### src/hw/scu_defs.svh
`ifndef SCU_DEFS_SVH
`define SCU_DEFS_SVH

// Register indices on the CPU register port.
`define SCU_IDX_CONTROL   3'h0
`define SCU_IDX_STATUS    3'h1
`define SCU_IDX_TX_BUF    3'h2
`define SCU_IDX_RX_BUF    3'h3
`define SCU_IDX_BAUD_CMP  3'h4

// Control register field positions.
`define SCU_CON_MODE_LO   0
`define SCU_CON_MODE_HI   2
`define SCU_CON_PAR_EN    3
`define SCU_CON_PAR_EVEN  4
`define SCU_CON_REN       5
`define SCU_CON_CTS_EN    6
`define SCU_CON_NINTH     7
`define SCU_CON_BREAK     8

// Status register field positions.
`define SCU_STS_NINTH_PAR 0
`define SCU_STS_RX_REQ    1
`define SCU_STS_TX_REQ    2
`define SCU_STS_FRAMING   3
`define SCU_STS_TX_EMPTY  4
`define SCU_STS_OE        5
`define SCU_STS_CTS       6
`define SCU_STS_BRK_SHORT 7
`define SCU_STS_BRK_LONG  8

// Reset values.
`define SCU_CON_RESET     16'h0000
`define SCU_BAUD_RESET    16'h0009

// Timing counts and FIFO depth.
`define SCU_OVERSAMPLE    4'h8
`define SCU_MID_SAMPLE    3'h3
`define SCU_FIFO_DEPTH    8

`endif

### src/hw/scu_pkg.sv
`default_nettype none
package scu_pkg;

  typedef enum logic [2:0] {
    SCU_MODE_SYNC  = 3'b000,
    SCU_MODE_ASY1  = 3'b001,
    SCU_MODE_ASY2  = 3'b010,
    SCU_MODE_ASY3  = 3'b011,
    SCU_MODE_ASY4  = 3'b100,
    SCU_MODE_RSV5  = 3'b101,
    SCU_MODE_RSV6  = 3'b110,
    SCU_MODE_RSV7  = 3'b111
  } scu_mode_t;

  typedef logic [15:0] scu_word_t;

endpackage
`default_nettype wire

### src/hw/scu_channel.sv
`timescale 1ns/100ps
`default_nettype none
`include "scu_defs.svh"

// ********************************************************************
// Transmit data FIFO
// ********************************************************************
module scu_fifo #(
  parameter int WIDTH = 8,
  parameter int DEPTH = `SCU_FIFO_DEPTH
) (
  input  wire logic             i_sys_clk,
  input  wire logic             i_rstn,
  input  wire logic             i_in_valid,
  output logic                  o_in_ready,
  input  wire logic [WIDTH-1:0] i_in_data,
  output logic                  o_out_valid,
  input  wire logic             i_out_ready,
  output logic [WIDTH-1:0]      o_out_data
);
  localparam int AW = $clog2(DEPTH);

  logic [WIDTH-1:0] mem [DEPTH];
  logic [AW-1:0]    wr_ptr;
  logic [AW-1:0]    rd_ptr;
  logic [AW:0]      count;
  logic             do_wr;
  logic             do_rd;

  assign o_in_ready  = (count != (AW+1)'(DEPTH));
  assign o_out_valid = (count != '0);
  assign do_wr       = i_in_valid && o_in_ready;
  assign do_rd       = o_out_valid && i_out_ready;
  assign o_out_data  = mem[rd_ptr];

  always_ff @(posedge i_sys_clk) begin
    if (do_wr) begin
      mem[wr_ptr] <= i_in_data;
    end
  end

  always_ff @(posedge i_sys_clk) begin
    if (!i_rstn) begin
      wr_ptr <= '0;
      rd_ptr <= '0;
      count  <= '0;
    end else begin
      if (do_wr) begin
        wr_ptr <= (wr_ptr == AW'(DEPTH-1)) ? '0 : wr_ptr + 1'b1;
      end
      if (do_rd) begin
        rd_ptr <= (rd_ptr == AW'(DEPTH-1)) ? '0 : rd_ptr + 1'b1;
      end
      count <= count + (AW+1)'(do_wr) - (AW+1)'(do_rd);
    end
  end
endmodule // scu_fifo

// ********************************************************************
// Serial channel
// ********************************************************************
module scu_channel #(
  parameter int FIFO_DEPTH = `SCU_FIFO_DEPTH
) (
  input  wire logic              i_sys_clk,
  input  wire logic              i_rstn,
  input  wire logic [2:0]        i_reg_idx,
  input  wire logic              i_reg_wr,
  input  wire logic              i_reg_rd,
  input  wire scu_pkg::scu_word_t i_reg_wdata,
  output scu_pkg::scu_word_t     o_reg_rdata,
  output logic                   o_tx_wr_ready,
  output logic                   o_txd,
  input  wire logic              i_rxd,
  output logic                   o_rxd_out,
  output logic                   o_rxd_oe,
  input  wire logic              i_cts_n
);
  import scu_pkg::*;

  // ******************************************************************
  // Helpers
  // ******************************************************************
  function automatic logic par_bit(input logic [7:0] d, input logic even);
    par_bit = even ? ^d : ~^d;
  endfunction

  function automatic logic [3:0] data_bits(input scu_mode_t m);
    unique case (m)
      SCU_MODE_SYNC: data_bits = 4'h8;
      SCU_MODE_ASY1: data_bits = 4'h8;
      SCU_MODE_ASY2: data_bits = 4'h9;
      SCU_MODE_ASY3: data_bits = 4'h9;
      SCU_MODE_ASY4: data_bits = 4'h7;
      default:       data_bits = 4'h8;
    endcase
  endfunction

  // ******************************************************************
  // Registers and synchronisers
  // ******************************************************************
  scu_word_t   control;
  scu_word_t   baud_cmp;
  logic [7:0]  rx_holding_buffer;
  logic        rx_unread;
  logic        rx_request_flag, tx_request_flag, framing_flag, tx_empty_flag;
  logic        overrun_flag, rx_ninth_or_parity_flag, short_break_flag, long_break_flag;
  logic        cts_meta, cts_sync, rxd_meta, rxd_sync;

  scu_mode_t   mode_select;
  logic        parity_enable, parity_even_select, rx_enable, clear_to_send_enable;
  logic        tx_ninth_bit, send_break, mode_ok, is_sync;
  logic        sts_access;

  assign mode_select          = scu_mode_t'(control[`SCU_CON_MODE_HI:`SCU_CON_MODE_LO]);
  assign parity_enable        = control[`SCU_CON_PAR_EN];
  assign parity_even_select   = control[`SCU_CON_PAR_EVEN];
  assign rx_enable            = control[`SCU_CON_REN];
  assign clear_to_send_enable = control[`SCU_CON_CTS_EN];
  assign tx_ninth_bit         = control[`SCU_CON_NINTH];
  assign send_break           = control[`SCU_CON_BREAK];
  assign is_sync              = (mode_select == SCU_MODE_SYNC);
  assign mode_ok              = !mode_select[2] || (mode_select == SCU_MODE_ASY4);
  assign sts_access           = (i_reg_wr || i_reg_rd) && (i_reg_idx == `SCU_IDX_STATUS);

  always_ff @(posedge i_sys_clk) begin
    if (!i_rstn) begin
      cts_meta <= 1'b1;
      cts_sync <= 1'b1;
      rxd_meta <= 1'b1;
      rxd_sync <= 1'b1;
    end else begin
      cts_meta <= i_cts_n;
      cts_sync <= cts_meta;
      rxd_meta <= i_rxd;
      rxd_sync <= rxd_meta;
    end
  end

  // ******************************************************************
  // Baud generator
  // ******************************************************************
  logic [14:0] bcnt;
  logic [14:0] half;
  logic        tick;

  assign tick = (bcnt == baud_cmp[14:0]);
  assign half = 15'((16'(baud_cmp[14:0]) + 16'h0001) >> 1);

  // In sync mode each baud pulse is one whole bit period.
  always_ff @(posedge i_sys_clk) begin
    if (!i_rstn) begin
      bcnt <= '0;
    end else begin
      bcnt <= tick ? '0 : bcnt + 15'h0001;
    end
  end

  // ******************************************************************
  // Transmit path: FIFO, holding buffer, shifter
  // ******************************************************************
  logic        fifo_valid;
  logic [7:0]  fifo_data;
  logic        hold_valid;
  logic [7:0]  tx_holding_buffer;
  logic        tx_busy, tx_start, tx_mid, tx_end, cts_ok;
  logic [10:0] tx_sh;
  logic [3:0]  tx_bit, tx_last;
  logic [2:0]  tx_sub;
  logic [10:0] next_frame;
  logic [7:0]  d8;
  logic        rx_busy;

  scu_fifo #(.WIDTH(8), .DEPTH(FIFO_DEPTH)) u_tx_fifo (
    .i_sys_clk  (i_sys_clk),
    .i_rstn     (i_rstn),
    .i_in_valid (i_reg_wr && (i_reg_idx == `SCU_IDX_TX_BUF)),
    .o_in_ready (o_tx_wr_ready),
    .i_in_data  (i_reg_wdata[7:0]),
    .o_out_valid(fifo_valid),
    .i_out_ready(!hold_valid),
    .o_out_data (fifo_data)
  );

  always_ff @(posedge i_sys_clk) begin
    if (!i_rstn) begin
      hold_valid        <= 1'b0;
      tx_holding_buffer <= 8'h00;
    end else if (!hold_valid && fifo_valid) begin
      hold_valid        <= 1'b1;
      tx_holding_buffer <= fifo_data;
    end else if (tx_start) begin
      hold_valid <= 1'b0;
    end
  end

  // CTS is sampled only while a byte waits, so an early pulse does not arm it.
  assign cts_ok   = !clear_to_send_enable || !cts_sync;
  assign tx_start = tick && !tx_busy && hold_valid && cts_ok && mode_ok
                    && !(is_sync && rx_busy);
  assign tx_last  = is_sync ? 4'h7 : data_bits(mode_select) + 4'h1;
  assign tx_mid   = tx_busy && (tx_bit == tx_last) && (is_sync ? (bcnt == half)
                    : (tick && tx_sub == `SCU_MID_SAMPLE));
  assign tx_end   = tx_busy && tick && (tx_bit == tx_last) && (is_sync || tx_sub == 3'h7);

  always_comb begin
    d8 = tx_holding_buffer;
    next_frame = {3'b111, d8};
    unique case (mode_select)
      SCU_MODE_ASY1: begin
        if (parity_enable) begin
          d8[7] = par_bit({1'b0, d8[6:0]}, parity_even_select);
        end
        next_frame = {2'b11, d8, 1'b0};
      end
      SCU_MODE_ASY2, SCU_MODE_ASY3: begin
        next_frame = {1'b1, parity_enable ? par_bit(d8, parity_even_select) : tx_ninth_bit,
                      d8, 1'b0};
      end
      SCU_MODE_ASY4: next_frame = {3'b111, d8[6:0], 1'b0};
      default:       next_frame = {3'b111, d8};
    endcase
  end

  always_ff @(posedge i_sys_clk) begin
    if (!i_rstn) begin
      tx_busy <= 1'b0;
      tx_sh   <= '1;
      tx_bit  <= 4'h0;
      tx_sub  <= 3'h0;
    end else if (tx_start) begin
      tx_busy <= 1'b1;
      tx_sh   <= next_frame;
      tx_bit  <= 4'h0;
      tx_sub  <= 3'h0;
    end else if (tx_end) begin
      tx_busy <= 1'b0;
      tx_sh   <= '1;
    end else if (tx_busy && tick) begin
      tx_sub <= tx_sub + 3'h1;
      if (is_sync || tx_sub == 3'h7) begin
        tx_sh  <= {1'b1, tx_sh[10:1]};
        tx_bit <= tx_bit + 4'h1;
      end
    end
  end

  // ******************************************************************
  // Pins
  // ******************************************************************
  logic sync_clk_low;

  // Clock is low for the first half of each bit and rises at mid-bit.
  assign sync_clk_low = is_sync && (tx_busy || rx_busy) && (bcnt < half);

  always_ff @(posedge i_sys_clk) begin
    if (!i_rstn) begin
      o_txd     <= 1'b1;
      o_rxd_out <= 1'b1;
      o_rxd_oe  <= 1'b0;
    end else begin
      o_txd     <= !send_break && !sync_clk_low
                   && (is_sync || !tx_busy || tx_sh[0]);
      o_rxd_out <= tx_sh[0];
      o_rxd_oe  <= is_sync && tx_busy;
    end
  end

  // ******************************************************************
  // Receive shifter
  // ******************************************************************
  logic [8:0] rx_sh;
  logic [3:0] rx_bit;
  logic [2:0] rx_sub;
  logic       rx_fin, rx_stop;
  logic [8:0] rx_data9;
  logic [3:0] nd;

  assign nd       = data_bits(mode_select);
  assign rx_data9 = rx_sh >> (4'h9 - nd);

  always_ff @(posedge i_sys_clk) begin
    if (!i_rstn) begin
      rx_busy <= 1'b0;
      rx_sh   <= 9'h000;
      rx_bit  <= 4'h0;
      rx_sub  <= 3'h0;
      rx_fin  <= 1'b0;
      rx_stop <= 1'b1;
    end else begin
      rx_fin <= 1'b0;
      if (!rx_enable || !mode_ok) begin
        rx_busy <= 1'b0;
      end else if (is_sync) begin
        if (!rx_busy) begin
          if (tick && !rx_request_flag && !tx_busy && !tx_start) begin
            rx_busy <= 1'b1;
            rx_bit  <= 4'h0;
          end
        end else if (bcnt == half - 15'h0001) begin
          rx_sh  <= {rxd_sync, rx_sh[8:1]};
          rx_bit <= rx_bit + 4'h1;
          if (rx_bit == 4'h7) begin
            rx_busy <= 1'b0;
            rx_fin  <= 1'b1;
            rx_stop <= 1'b1;
          end
        end
      end else if (!rx_busy) begin
        if (tick && !rxd_sync) begin
          rx_busy <= 1'b1;
          rx_bit  <= 4'h0;
          rx_sub  <= 3'h1;
        end
      end else if (tick) begin
        rx_sub <= rx_sub + 3'h1;
        if (rx_sub == `SCU_MID_SAMPLE) begin
          if (rx_bit == 4'h0 && rxd_sync) begin
            rx_busy <= 1'b0;
          end else if (rx_bit == nd + 4'h1) begin
            rx_busy <= 1'b0;
            rx_fin  <= 1'b1;
            rx_stop <= rxd_sync;
          end else begin
            if (rx_bit != 4'h0) begin
              rx_sh <= {rxd_sync, rx_sh[8:1]};
            end
            rx_bit <= rx_bit + 4'h1;
          end
        end
      end
    end
  end

  // ******************************************************************
  // Break detection
  // ******************************************************************
  logic [11:0] brk_cnt;
  logic [11:0] frame_ticks;
  logic        short_brk, long_brk;

  assign frame_ticks = 12'(nd + 4'h2) * 12'(`SCU_OVERSAMPLE);
  assign short_brk   = !is_sync && (brk_cnt > frame_ticks);
  assign long_brk    = !is_sync && (brk_cnt > 12'(frame_ticks * 12'h002)
                       + 12'(12'h003 * 12'(`SCU_OVERSAMPLE)));

  always_ff @(posedge i_sys_clk) begin
    if (!i_rstn) begin
      brk_cnt <= 12'h000;
    end else if (rxd_sync || is_sync) begin
      brk_cnt <= 12'h000;
    end else if (tick && brk_cnt != 12'hFFF) begin
      brk_cnt <= brk_cnt + 12'h001;
    end
  end

  // ******************************************************************
  // Receive buffer and status flags
  // ******************************************************************
  logic rx_accept, rx_perr;

  // Mode 2 drops frames whose ninth bit is low, leaving every flag untouched.
  assign rx_accept = rx_fin && !(mode_select == SCU_MODE_ASY2 && !rx_data9[8]);
  assign rx_perr   = (mode_select == SCU_MODE_ASY1)
                     ? (rx_data9[7] != par_bit({1'b0, rx_data9[6:0]}, parity_even_select))
                     : (rx_data9[8] != par_bit(rx_data9[7:0], parity_even_select));

  always_ff @(posedge i_sys_clk) begin
    if (!i_rstn) begin
      rx_holding_buffer <= 8'h00;
      rx_unread         <= 1'b0;
    end else if (rx_accept) begin
      rx_holding_buffer <= rx_data9[7:0];
      rx_unread         <= 1'b1;
    end else if (i_reg_rd && i_reg_idx == `SCU_IDX_RX_BUF) begin
      rx_unread <= 1'b0;
    end
  end

  // A flag event in the same cycle as a status access survives the clear.
  always_ff @(posedge i_sys_clk) begin
    if (!i_rstn) begin
      rx_request_flag         <= 1'b0;
      tx_request_flag         <= 1'b0;
      framing_flag            <= 1'b0;
      tx_empty_flag           <= 1'b1;
      overrun_flag            <= 1'b0;
      rx_ninth_or_parity_flag <= 1'b0;
      short_break_flag        <= 1'b0;
      long_break_flag         <= 1'b0;
    end else begin
      rx_request_flag  <= (rx_request_flag && !sts_access) || rx_accept;
      tx_request_flag  <= (tx_request_flag && !sts_access) || tx_mid;
      framing_flag     <= (framing_flag && !sts_access) || (rx_accept && !rx_stop);
      overrun_flag     <= (overrun_flag && !sts_access) || (rx_accept && rx_unread);
      tx_empty_flag    <= (tx_empty_flag && !sts_access)
                          || (!hold_valid && !fifo_valid && !tx_busy);
      short_break_flag <= (short_break_flag && !sts_access) || short_brk;
      long_break_flag  <= (long_break_flag && !sts_access) || long_brk;
      if (rx_accept && !is_sync && mode_select != SCU_MODE_ASY4
          && (parity_enable || mode_select != SCU_MODE_ASY1)) begin
        rx_ninth_or_parity_flag <= (parity_enable ? rx_perr : rx_data9[8])
                                   || (parity_enable && rx_ninth_or_parity_flag
                                       && !sts_access);
      end else if (sts_access) begin
        rx_ninth_or_parity_flag <= 1'b0;
      end
    end
  end

  // ******************************************************************
  // Control, baud compare and read data
  // ******************************************************************
  always_ff @(posedge i_sys_clk) begin
    if (!i_rstn) begin
      control  <= `SCU_CON_RESET;
      baud_cmp <= `SCU_BAUD_RESET;
    end else begin
      if (i_reg_wr && i_reg_idx == `SCU_IDX_CONTROL) begin
        control <= i_reg_wdata;
      end else if (tx_end) begin
        control[`SCU_CON_NINTH] <= 1'b0;
      end
      if (i_reg_wr && i_reg_idx == `SCU_IDX_BAUD_CMP) begin
        baud_cmp <= i_reg_wdata;
      end
    end
  end

  always_ff @(posedge i_sys_clk) begin
    if (!i_rstn) begin
      o_reg_rdata <= 16'h0000;
    end else if (i_reg_rd) begin
      o_reg_rdata <= 16'h0000;
      unique case (i_reg_idx)
        `SCU_IDX_CONTROL:  o_reg_rdata <= {7'h00, control[8:0]};
        `SCU_IDX_STATUS: begin
          o_reg_rdata[`SCU_STS_NINTH_PAR] <= rx_ninth_or_parity_flag;
          o_reg_rdata[`SCU_STS_RX_REQ]    <= rx_request_flag;
          o_reg_rdata[`SCU_STS_TX_REQ]    <= tx_request_flag;
          o_reg_rdata[`SCU_STS_FRAMING]   <= framing_flag;
          o_reg_rdata[`SCU_STS_TX_EMPTY]  <= tx_empty_flag;
          o_reg_rdata[`SCU_STS_OE]        <= overrun_flag;
          o_reg_rdata[`SCU_STS_CTS]       <= !cts_sync;
          o_reg_rdata[`SCU_STS_BRK_SHORT] <= short_break_flag;
          o_reg_rdata[`SCU_STS_BRK_LONG]  <= long_break_flag;
        end
        `SCU_IDX_RX_BUF:   o_reg_rdata <= {8'h00, rx_holding_buffer};
        `SCU_IDX_BAUD_CMP: o_reg_rdata <= baud_cmp;
        default:           o_reg_rdata <= 16'h0000;
      endcase
    end
  end

endmodule // scu_channel
`default_nettype wire

### config.mk
export PLATFORM = sky130hd
export DESIGN_NAME = scu_channel
export DESIGN_NICKNAME = d
export VERILOG_FILES = /design/src/hw/scu_pkg.sv /design/src/hw/scu_channel.sv
export VERILOG_INCLUDE_DIRS = /design/src /design/src/hw
export SDC_FILE = /design/constraint.sdc
export NUM_CORES = 1
export LEC_CHECK = 0
export BUFFER_PORTS_ARGS = -buffer_cell sky130_fd_sc_hd__buf_2
export CORE_UTILIZATION = 25
export DETAILED_ROUTE_END_ITERATION = 8
export GPL_TIMING_DRIVEN = 0
export MAX_ROUTING_LAYER = met4
export PLACE_DENSITY_LB_ADDON = 0.3
export SLEW_MARGIN = 20
export SYNTH_ARGS = -nofsm -noshare
export SYNTH_HDL_FRONTEND = slang
export SYNTH_SLANG_ARGS = --single-unit
### constraint.sdc
create_clock -name i_sys_clk -period 4.45 [get_ports i_sys_clk]
set_clock_uncertainty 0.05 [all_clocks]
set_input_delay 1.335 -clock i_sys_clk [delete_from_list [all_inputs] [get_ports i_sys_clk]]
set_output_delay 1.335 -clock i_sys_clk [all_outputs]
set_load 0.03 [all_outputs]
# Word-level counts from Yosys, hierarchy flattened
# Memory sizes are Yosys's and may differ from the RTL's. A register that Yosys moved wholly into a read port is not among the register bits.
# Index checks and enable logic that the tools add are counted.
# W data, S select, Z words.
totals:
  reg_bits: 141
  ram_bits: 64
  wordCells: 306
  mem_count: 1
mem_list:
  columns: ["memory", "depth", "word_bits", "read_ports", "rd_ports_with_merged_regs", "wr", "line_no", "text"]
  rows:
  - ["u_tx_fifo.mem", 8, 8, 1, 1, 1, "scu_channel.sv:23", "logic [WIDTH-1:0] mem [DEPTH];"]
classes:
  n_addsub: 16
  n_lt_le_gt_ge: 3
  eq_ne: 36
  n_shift: 1
  n_mux: 82
  bitwise_logic: 4
  reduce_logical: 126
op_table:
  columns: ["operator", "count"]
  rows:
  - ["$mux W9", 9]
  - ["$logic_and A1 B1 Y1", 50]
  - ["$mux W1", 49]
  - ["$eq A15 B15 Y1", 3]
  - ["$mux W11", 4]
  - ["$mux W4", 11]
  - ["$pmux W9 S4", 1]
  - ["$reduce_xnor A8 Y1", 4]
  - ["$reduce_xor A8 Y1", 4]
  - ["$pmux W10 S3", 1]
  - ["$reduce_and A8 Y1", 3]
  - ["$logic_not A1 Y1", 20]
  - ["$reduce_bool A2 Y1", 10]
  - ["$eq A3 B2 Y1 const B", 6]
  - ["$logic_or A1 B1 Y1", 18]
  - ["$add A15 B1 Y16 const B", 1]
  - ["$add A15 B1 Y15 const B", 1]
  - ["$eq A3 B3 Y1 const B", 5]
  - ["$lt A15 B15 Y1", 1]
  - ["$mux W3", 5]
  - ["$sub A15 B1 Y15 const B", 1]
  - ["$add A12 B1 Y12 const B", 1]
  - ["$add A3 B1 Y3 const B", 4]
  - ["$add A4 B1 Y4 const B", 3]
  - ["other kinds (30)", 53]

# Logic depth before layout (Yosys ltp)
depth:
  word_depth: 13
  ltp_mapped: 14

# Cells and area by module
# Synthesis repeated with hierarchy kept, for this count alone.
unflattened:
  hier_cells: 1187
  area_unflattened_um2: 11524.8
by_module_without_submodules:
  columns: ["mod", "instances", "cells_per_inst", "area_per_inst_um2", "seq_area_each_um2"]
  rows:
  - ["scu_channel", 1, 1017, 8354.3, 2762.6]
  - ["scu_fifo", 1, 170, 3170.5, 2182.1]

# Least setup slack after synthesis
# Ideal clock, no wire load.
synth_timing:
  path_type: "flip-flop to flip-flop"
  start: "reg baud_cmp[0]"
  end: "reg rx_bit[1]"
  setup_time_ns: 0.130
  arrival_time_ns: 2.919
  setup_slack_ns: 1.350
  stages_incl_launch_ff: 13
  synth_period_minus_slack_ns: 3.100
  cell_sequence: "dfxtp_1 > ha_1 > clkbuf_8 > or4_4 > o31ai_4 > o21ai_2 > nor4b_1 > xnor2_1 > nand3_2 > nand2b_4 > or4_4 > a21boi_2 > o32ai_1"
synth_between:
  elab_chain_len: 10
  word_cells_on_any_way: 19
  classes_between: "add/sub (2); eq/ne (5); reduce/logical (12)"
synth_rtl:
  columns: ["item", "line_no", "text"]
  rows:
  - ["from (decl)", "scu_channel.sv:103", "scu_word_t baud_cmp;"]
  - ["from (signal assigned)", "scu_channel.sv:417", "baud_cmp <= `SCU_BAUD_RESET;"]
  - ["from (signal assigned)", "scu_channel.sv:425", "baud_cmp <= i_reg_wdata;"]
  - ["branches (longest 9 deep; another with $add A15 B1 Y16)", null, null]
  - ["$reduce_and A8 Y1 (no line) (*)", null, null]
  - ["to (signal assigned)", "scu_channel.sv:302", "rx_bit <= rx_bit + 4'h1;"]
  - ["to (signal assigned)", "scu_channel.sv:328", "rx_bit <= rx_bit + 4'h1;"]
  - ["to (decl)", "scu_channel.sv:273", "logic [3:0] rx_bit;"]
# Mark *: on every way between the ends.
# A chain may end at the register's enable or synchronous reset.

# Final worst setup path
layout_timing:
  start: "reg baud_cmp[12]"
  end: "reg rx_sh[0]"
layout_between:
  elab_chain_len: 5
  word_cells_on_any_way: 7
  classes_between: "add/sub (2); eq/ne (3); reduce/logical (2)"
layout_rtl:
  columns: ["item", "line_no", "text"]
  rows:
  - ["$add A15 B1 Y16", "scu_channel.sv:148", "assign half = 15'((16'(baud_cmp[14:0]) + 16'h0001) >> 1);"]
  - ["$sub A15 B1 Y15", "scu_channel.sv:300", "end else if (bcnt == half - 15'h0001) begin"]
  - ["$eq A15 B15 Y1", "scu_channel.sv:300", null]
  - ["$ne A2 B1 Y1 (no line)", null, null]
  - ["$reduce_and A8 Y1 (no line) (*)", null, null]
  - ["to (signal assigned)", "scu_channel.sv:301", "rx_sh <= {rxd_sync, rx_sh[8:1]};"]
  - ["to (signal assigned)", "scu_channel.sv:326", "rx_sh <= {rxd_sync, rx_sh[8:1]};"]
  - ["to (decl)", "scu_channel.sv:272", "logic [8:0] rx_sh;"]
# Mark *: on every way between the ends. The rest lies on a longest branch, timed or not.

==> results.toml <==
[status]
status = "complete, no violations"

[sta]
finalHoldViolations = 0
setup_viol_count_final = 0
fin_crit_ns = 3.61
drv_slew = 0
maxSlewHeadroom = 0.291
whs_ns = 0.361
finalSetupTns_ns = 0
tightest_slew_ns = 1.06
layout_worst_path_cycle_share = 0.811
rsz0062_at_grt = "no"
timing.fmax_mhz = 277

[detailed_routing]
drtPass1Iterations = 5
dr_total_vias = 8791
drtAntennaViolNets = 0
drt_iter0_markers = 585
drcViolationCount = 0
avgRoutedWirePerCell_um = 17.1
wirelength_um = 32000
viasPerCell = 4.70

[logic_synthesis]
synth_seq_area_share = 0.431
syn_area_um2 = 11300
synth-edff-count = 64
yosysWarnings = 0
syn_avg_cell_area_um2 = 9.56
yosysUniqueCellTypes = 97
dominantRegCellSynth = "dfxtp_1"
postSynth.asyncResetShare = 0
syn_inst = 1184
ys_ff_latch = 212

[critical_path]
startpoint = "baud_cmp[12]"
required_ns = 4.84
critPathKind = "reg2reg"
cp-end-kind = "flop"
critPathLaunchType = "flop"
crit_arrival_ns = 3.99
r2r_start = "baud_cmp[12]"
cp_max_fo = 9

[finish]
final_cell_mix = "148 x dfxtp_1, 129 x nand2_1, 126 x nor2_1"
nNetsFinal = 1330
drive_above_1_share = 0.131
layout_commonest_cell = "dfxtp_1"
regArea_um2 = 4880
fillers = 4660
areaGrowthSynthToFinish_pct = 16.8
multi_input_area_um2 = 5920

[worst_hold_path]
hold_start = "cts_meta"
min_path_type = "reg2reg"

[cts]
insertion_delay_ns = 0.55
clk_pin_slew_ns = 0.06
htree_levels = 1
postCtsHoldBufs = 0
cts.sinks = 212
post_cts_buffers = 0
cts-root-buf = "clkbuf_16"
cts_buffer_depth = 3
ctsResizeCount = 0
cts_tree = "built"
cts-buffers-inserted = 26

[die]
num_io_pins = 45
die_area_um2 = 46100
num_rows = 77
start_util = 0.255
die_x_um = 215
dieHeight_um = 215
core_area_um2 = 44400

[run]
drv_cap = 0

[pwr]
p_per_area_nw_per_um2 = 409
p_leak_nw = 4.75
vdd_drop_max_mv = 0.324

[global_routing]
track_usage = 0.141
grt_pass1_vias = 8532
grt_overflow = 0
antenna_found_initial = 3
grt_pass1_wl_um = 50000
grt_max_degree = 15

[place]
globalplace.congestion = 0.875
port_buffers = 43
dpl.hpwl_um = 23800
-- path summary, 6_finish.rpt --
kind | endpoint | slack, ns | cells past startpoint
worst max-delay path | rx_sh[0] | 0.84 | 12
worst min register to register | cts_sync | 0.36 | 1
worst min-delay path | cts_sync | 0.36 | 1
worst max register to register | rx_sh[0] | 0.84 | 12
-- cells in the mapped netlist (3+ instances only) --
library cell  number  share of area
and4_1             3         0.0023
or2_2              4         0.0022
nor4_1             7         0.0039
inv_1             37          0.012
o22a_1             8         0.0062
or4_1              4         0.0027
o21a_1             6         0.0040
o21ai_0           34          0.015
a21oi_1           84          0.037
mux4_2            16          0.032
clkbuf_1          57          0.019
nand3_1           37          0.016
nand2_1          129          0.043
a21o_1             7         0.0046
a22oi_1            3         0.0020
buf_6              5         0.0050
mux2_2             8         0.0080
a211oi_1          15         0.0099
or3_1             10         0.0055
nand4_1           16         0.0088
edfxtp_1          64           0.17
and2_1             4         0.0022
buf_4              3         0.0020
ha_1              47          0.052
nand3b_1           4         0.0027
nand2b_1          22          0.012
o31ai_1            3         0.0020
buf_2              4         0.0018
dfxtp_1          148           0.26
nor4b_1            6         0.0046
nor2_1           126          0.042
o211ai_1          17          0.011
a31oi_1            6         0.0033
and3_1            10         0.0055
xnor2_1           64          0.050
clkbuf_8           5         0.0061
xor2_1            26          0.020
mux2i_1           31          0.027
buf_1              4         0.0013
o22ai_1           11         0.0061
a311oi_1           3         0.0023
nor3_1            17         0.0075
-- critical path, stage by stage (launching register included) --
cell and delay [ns]:
dfxtp_1 0.31, clkbuf_1 0.38, xnor2_1 0.17, nand4_1 0.13, nor4_1 0.91, nand2_1 0.20
nor2_1 0.25, a21oi_1 0.06, or2_2 0.34, nor4bb_1 0.35, a21oi_2 0.06, buf_6 0.17
mux2i_1 0.12
-- per-stage QoR --
stage          total power, W  cell area [µm²]  setup WS, ns  cells  utilization
6_report              0.00540            13200         0.843   1870        0.298
5_1_grt               0.00566            13200         0.501   1870        0.298
4_1_cts               0.00547            13200         0.825   1868        0.298
3_5_place_dp          0.00323            12300         0.862   1821        0.277
3_3_place_gp          0.00322            12300         0.495   1821        0.277
2_1_floorplan         0.00295            11300          1.35   1186            -
-- power breakdown --
part           internal [W]  switching, W  total, W
clock network       0.00137      0.000862   0.00223
registers           0.00208     0.0000953   0.00217
logic              0.000457      0.000542  0.000999
-- layer usage --
layer  vias to the layer above  wire, µm  global-route usage
met5                         -         0                   -
met4                         0       687              0.0326
met3                        45      1120              0.0174
met2                       165     14900               0.227
met1                      4220     15300               0.189
li1                       4361         -                   -
-- final cells by class --
class,count,area share
Multi-Input combinational cell,858,0.447
Sequential cell,212,0.369
Clock buffer,41,0.0614
Tap cell,592,0.0560
Buffer,78,0.0300
Timing Repair Buffer,43,0.0163
Inverter,38,0.0108
Clock inverter,6,0.00823
Antenna cell,2,0.000379
-- logic make-up after synthesis --
| family | after synthesis | share of synthesized area |
|---|---|---|
| AO/OA/AOI/OAI | 231 | 0.134 |
| XOR/XNOR | 93 | 0.0745 |
| adder cells (fa/ha/maj) | 48 | 0.0537 |
| buffers and inverters | 116 | 0.0476 |
| flip-flops | 212 | 0.431 |
| multiplexers | 57 | 0.0705 |
| other | 2 | 0.000663 |
| AND/OR/NAND/NOR | 425 | 0.187 |
-- state kept, by name, summed over array words and instances (netlist names), 3 cells and up --
register and cells:
control 9, u_tx_fifo.count 4, rx_bit 4, u_tx_fifo.wr_ptr 3, rx_sh 9, baud_cmp 16, u_tx_fifo.mem 64, brk_cnt 12
tx_bit 4, u_tx_fifo.rd_ptr 3, tx_sub 3, o_reg_rdata 16, bcnt 15, rx_holding_buffer 8, tx_holding_buffer 8, rx_sub 3
tx_sh 10
Note: power is estimated with default switching activity, not from simulation.
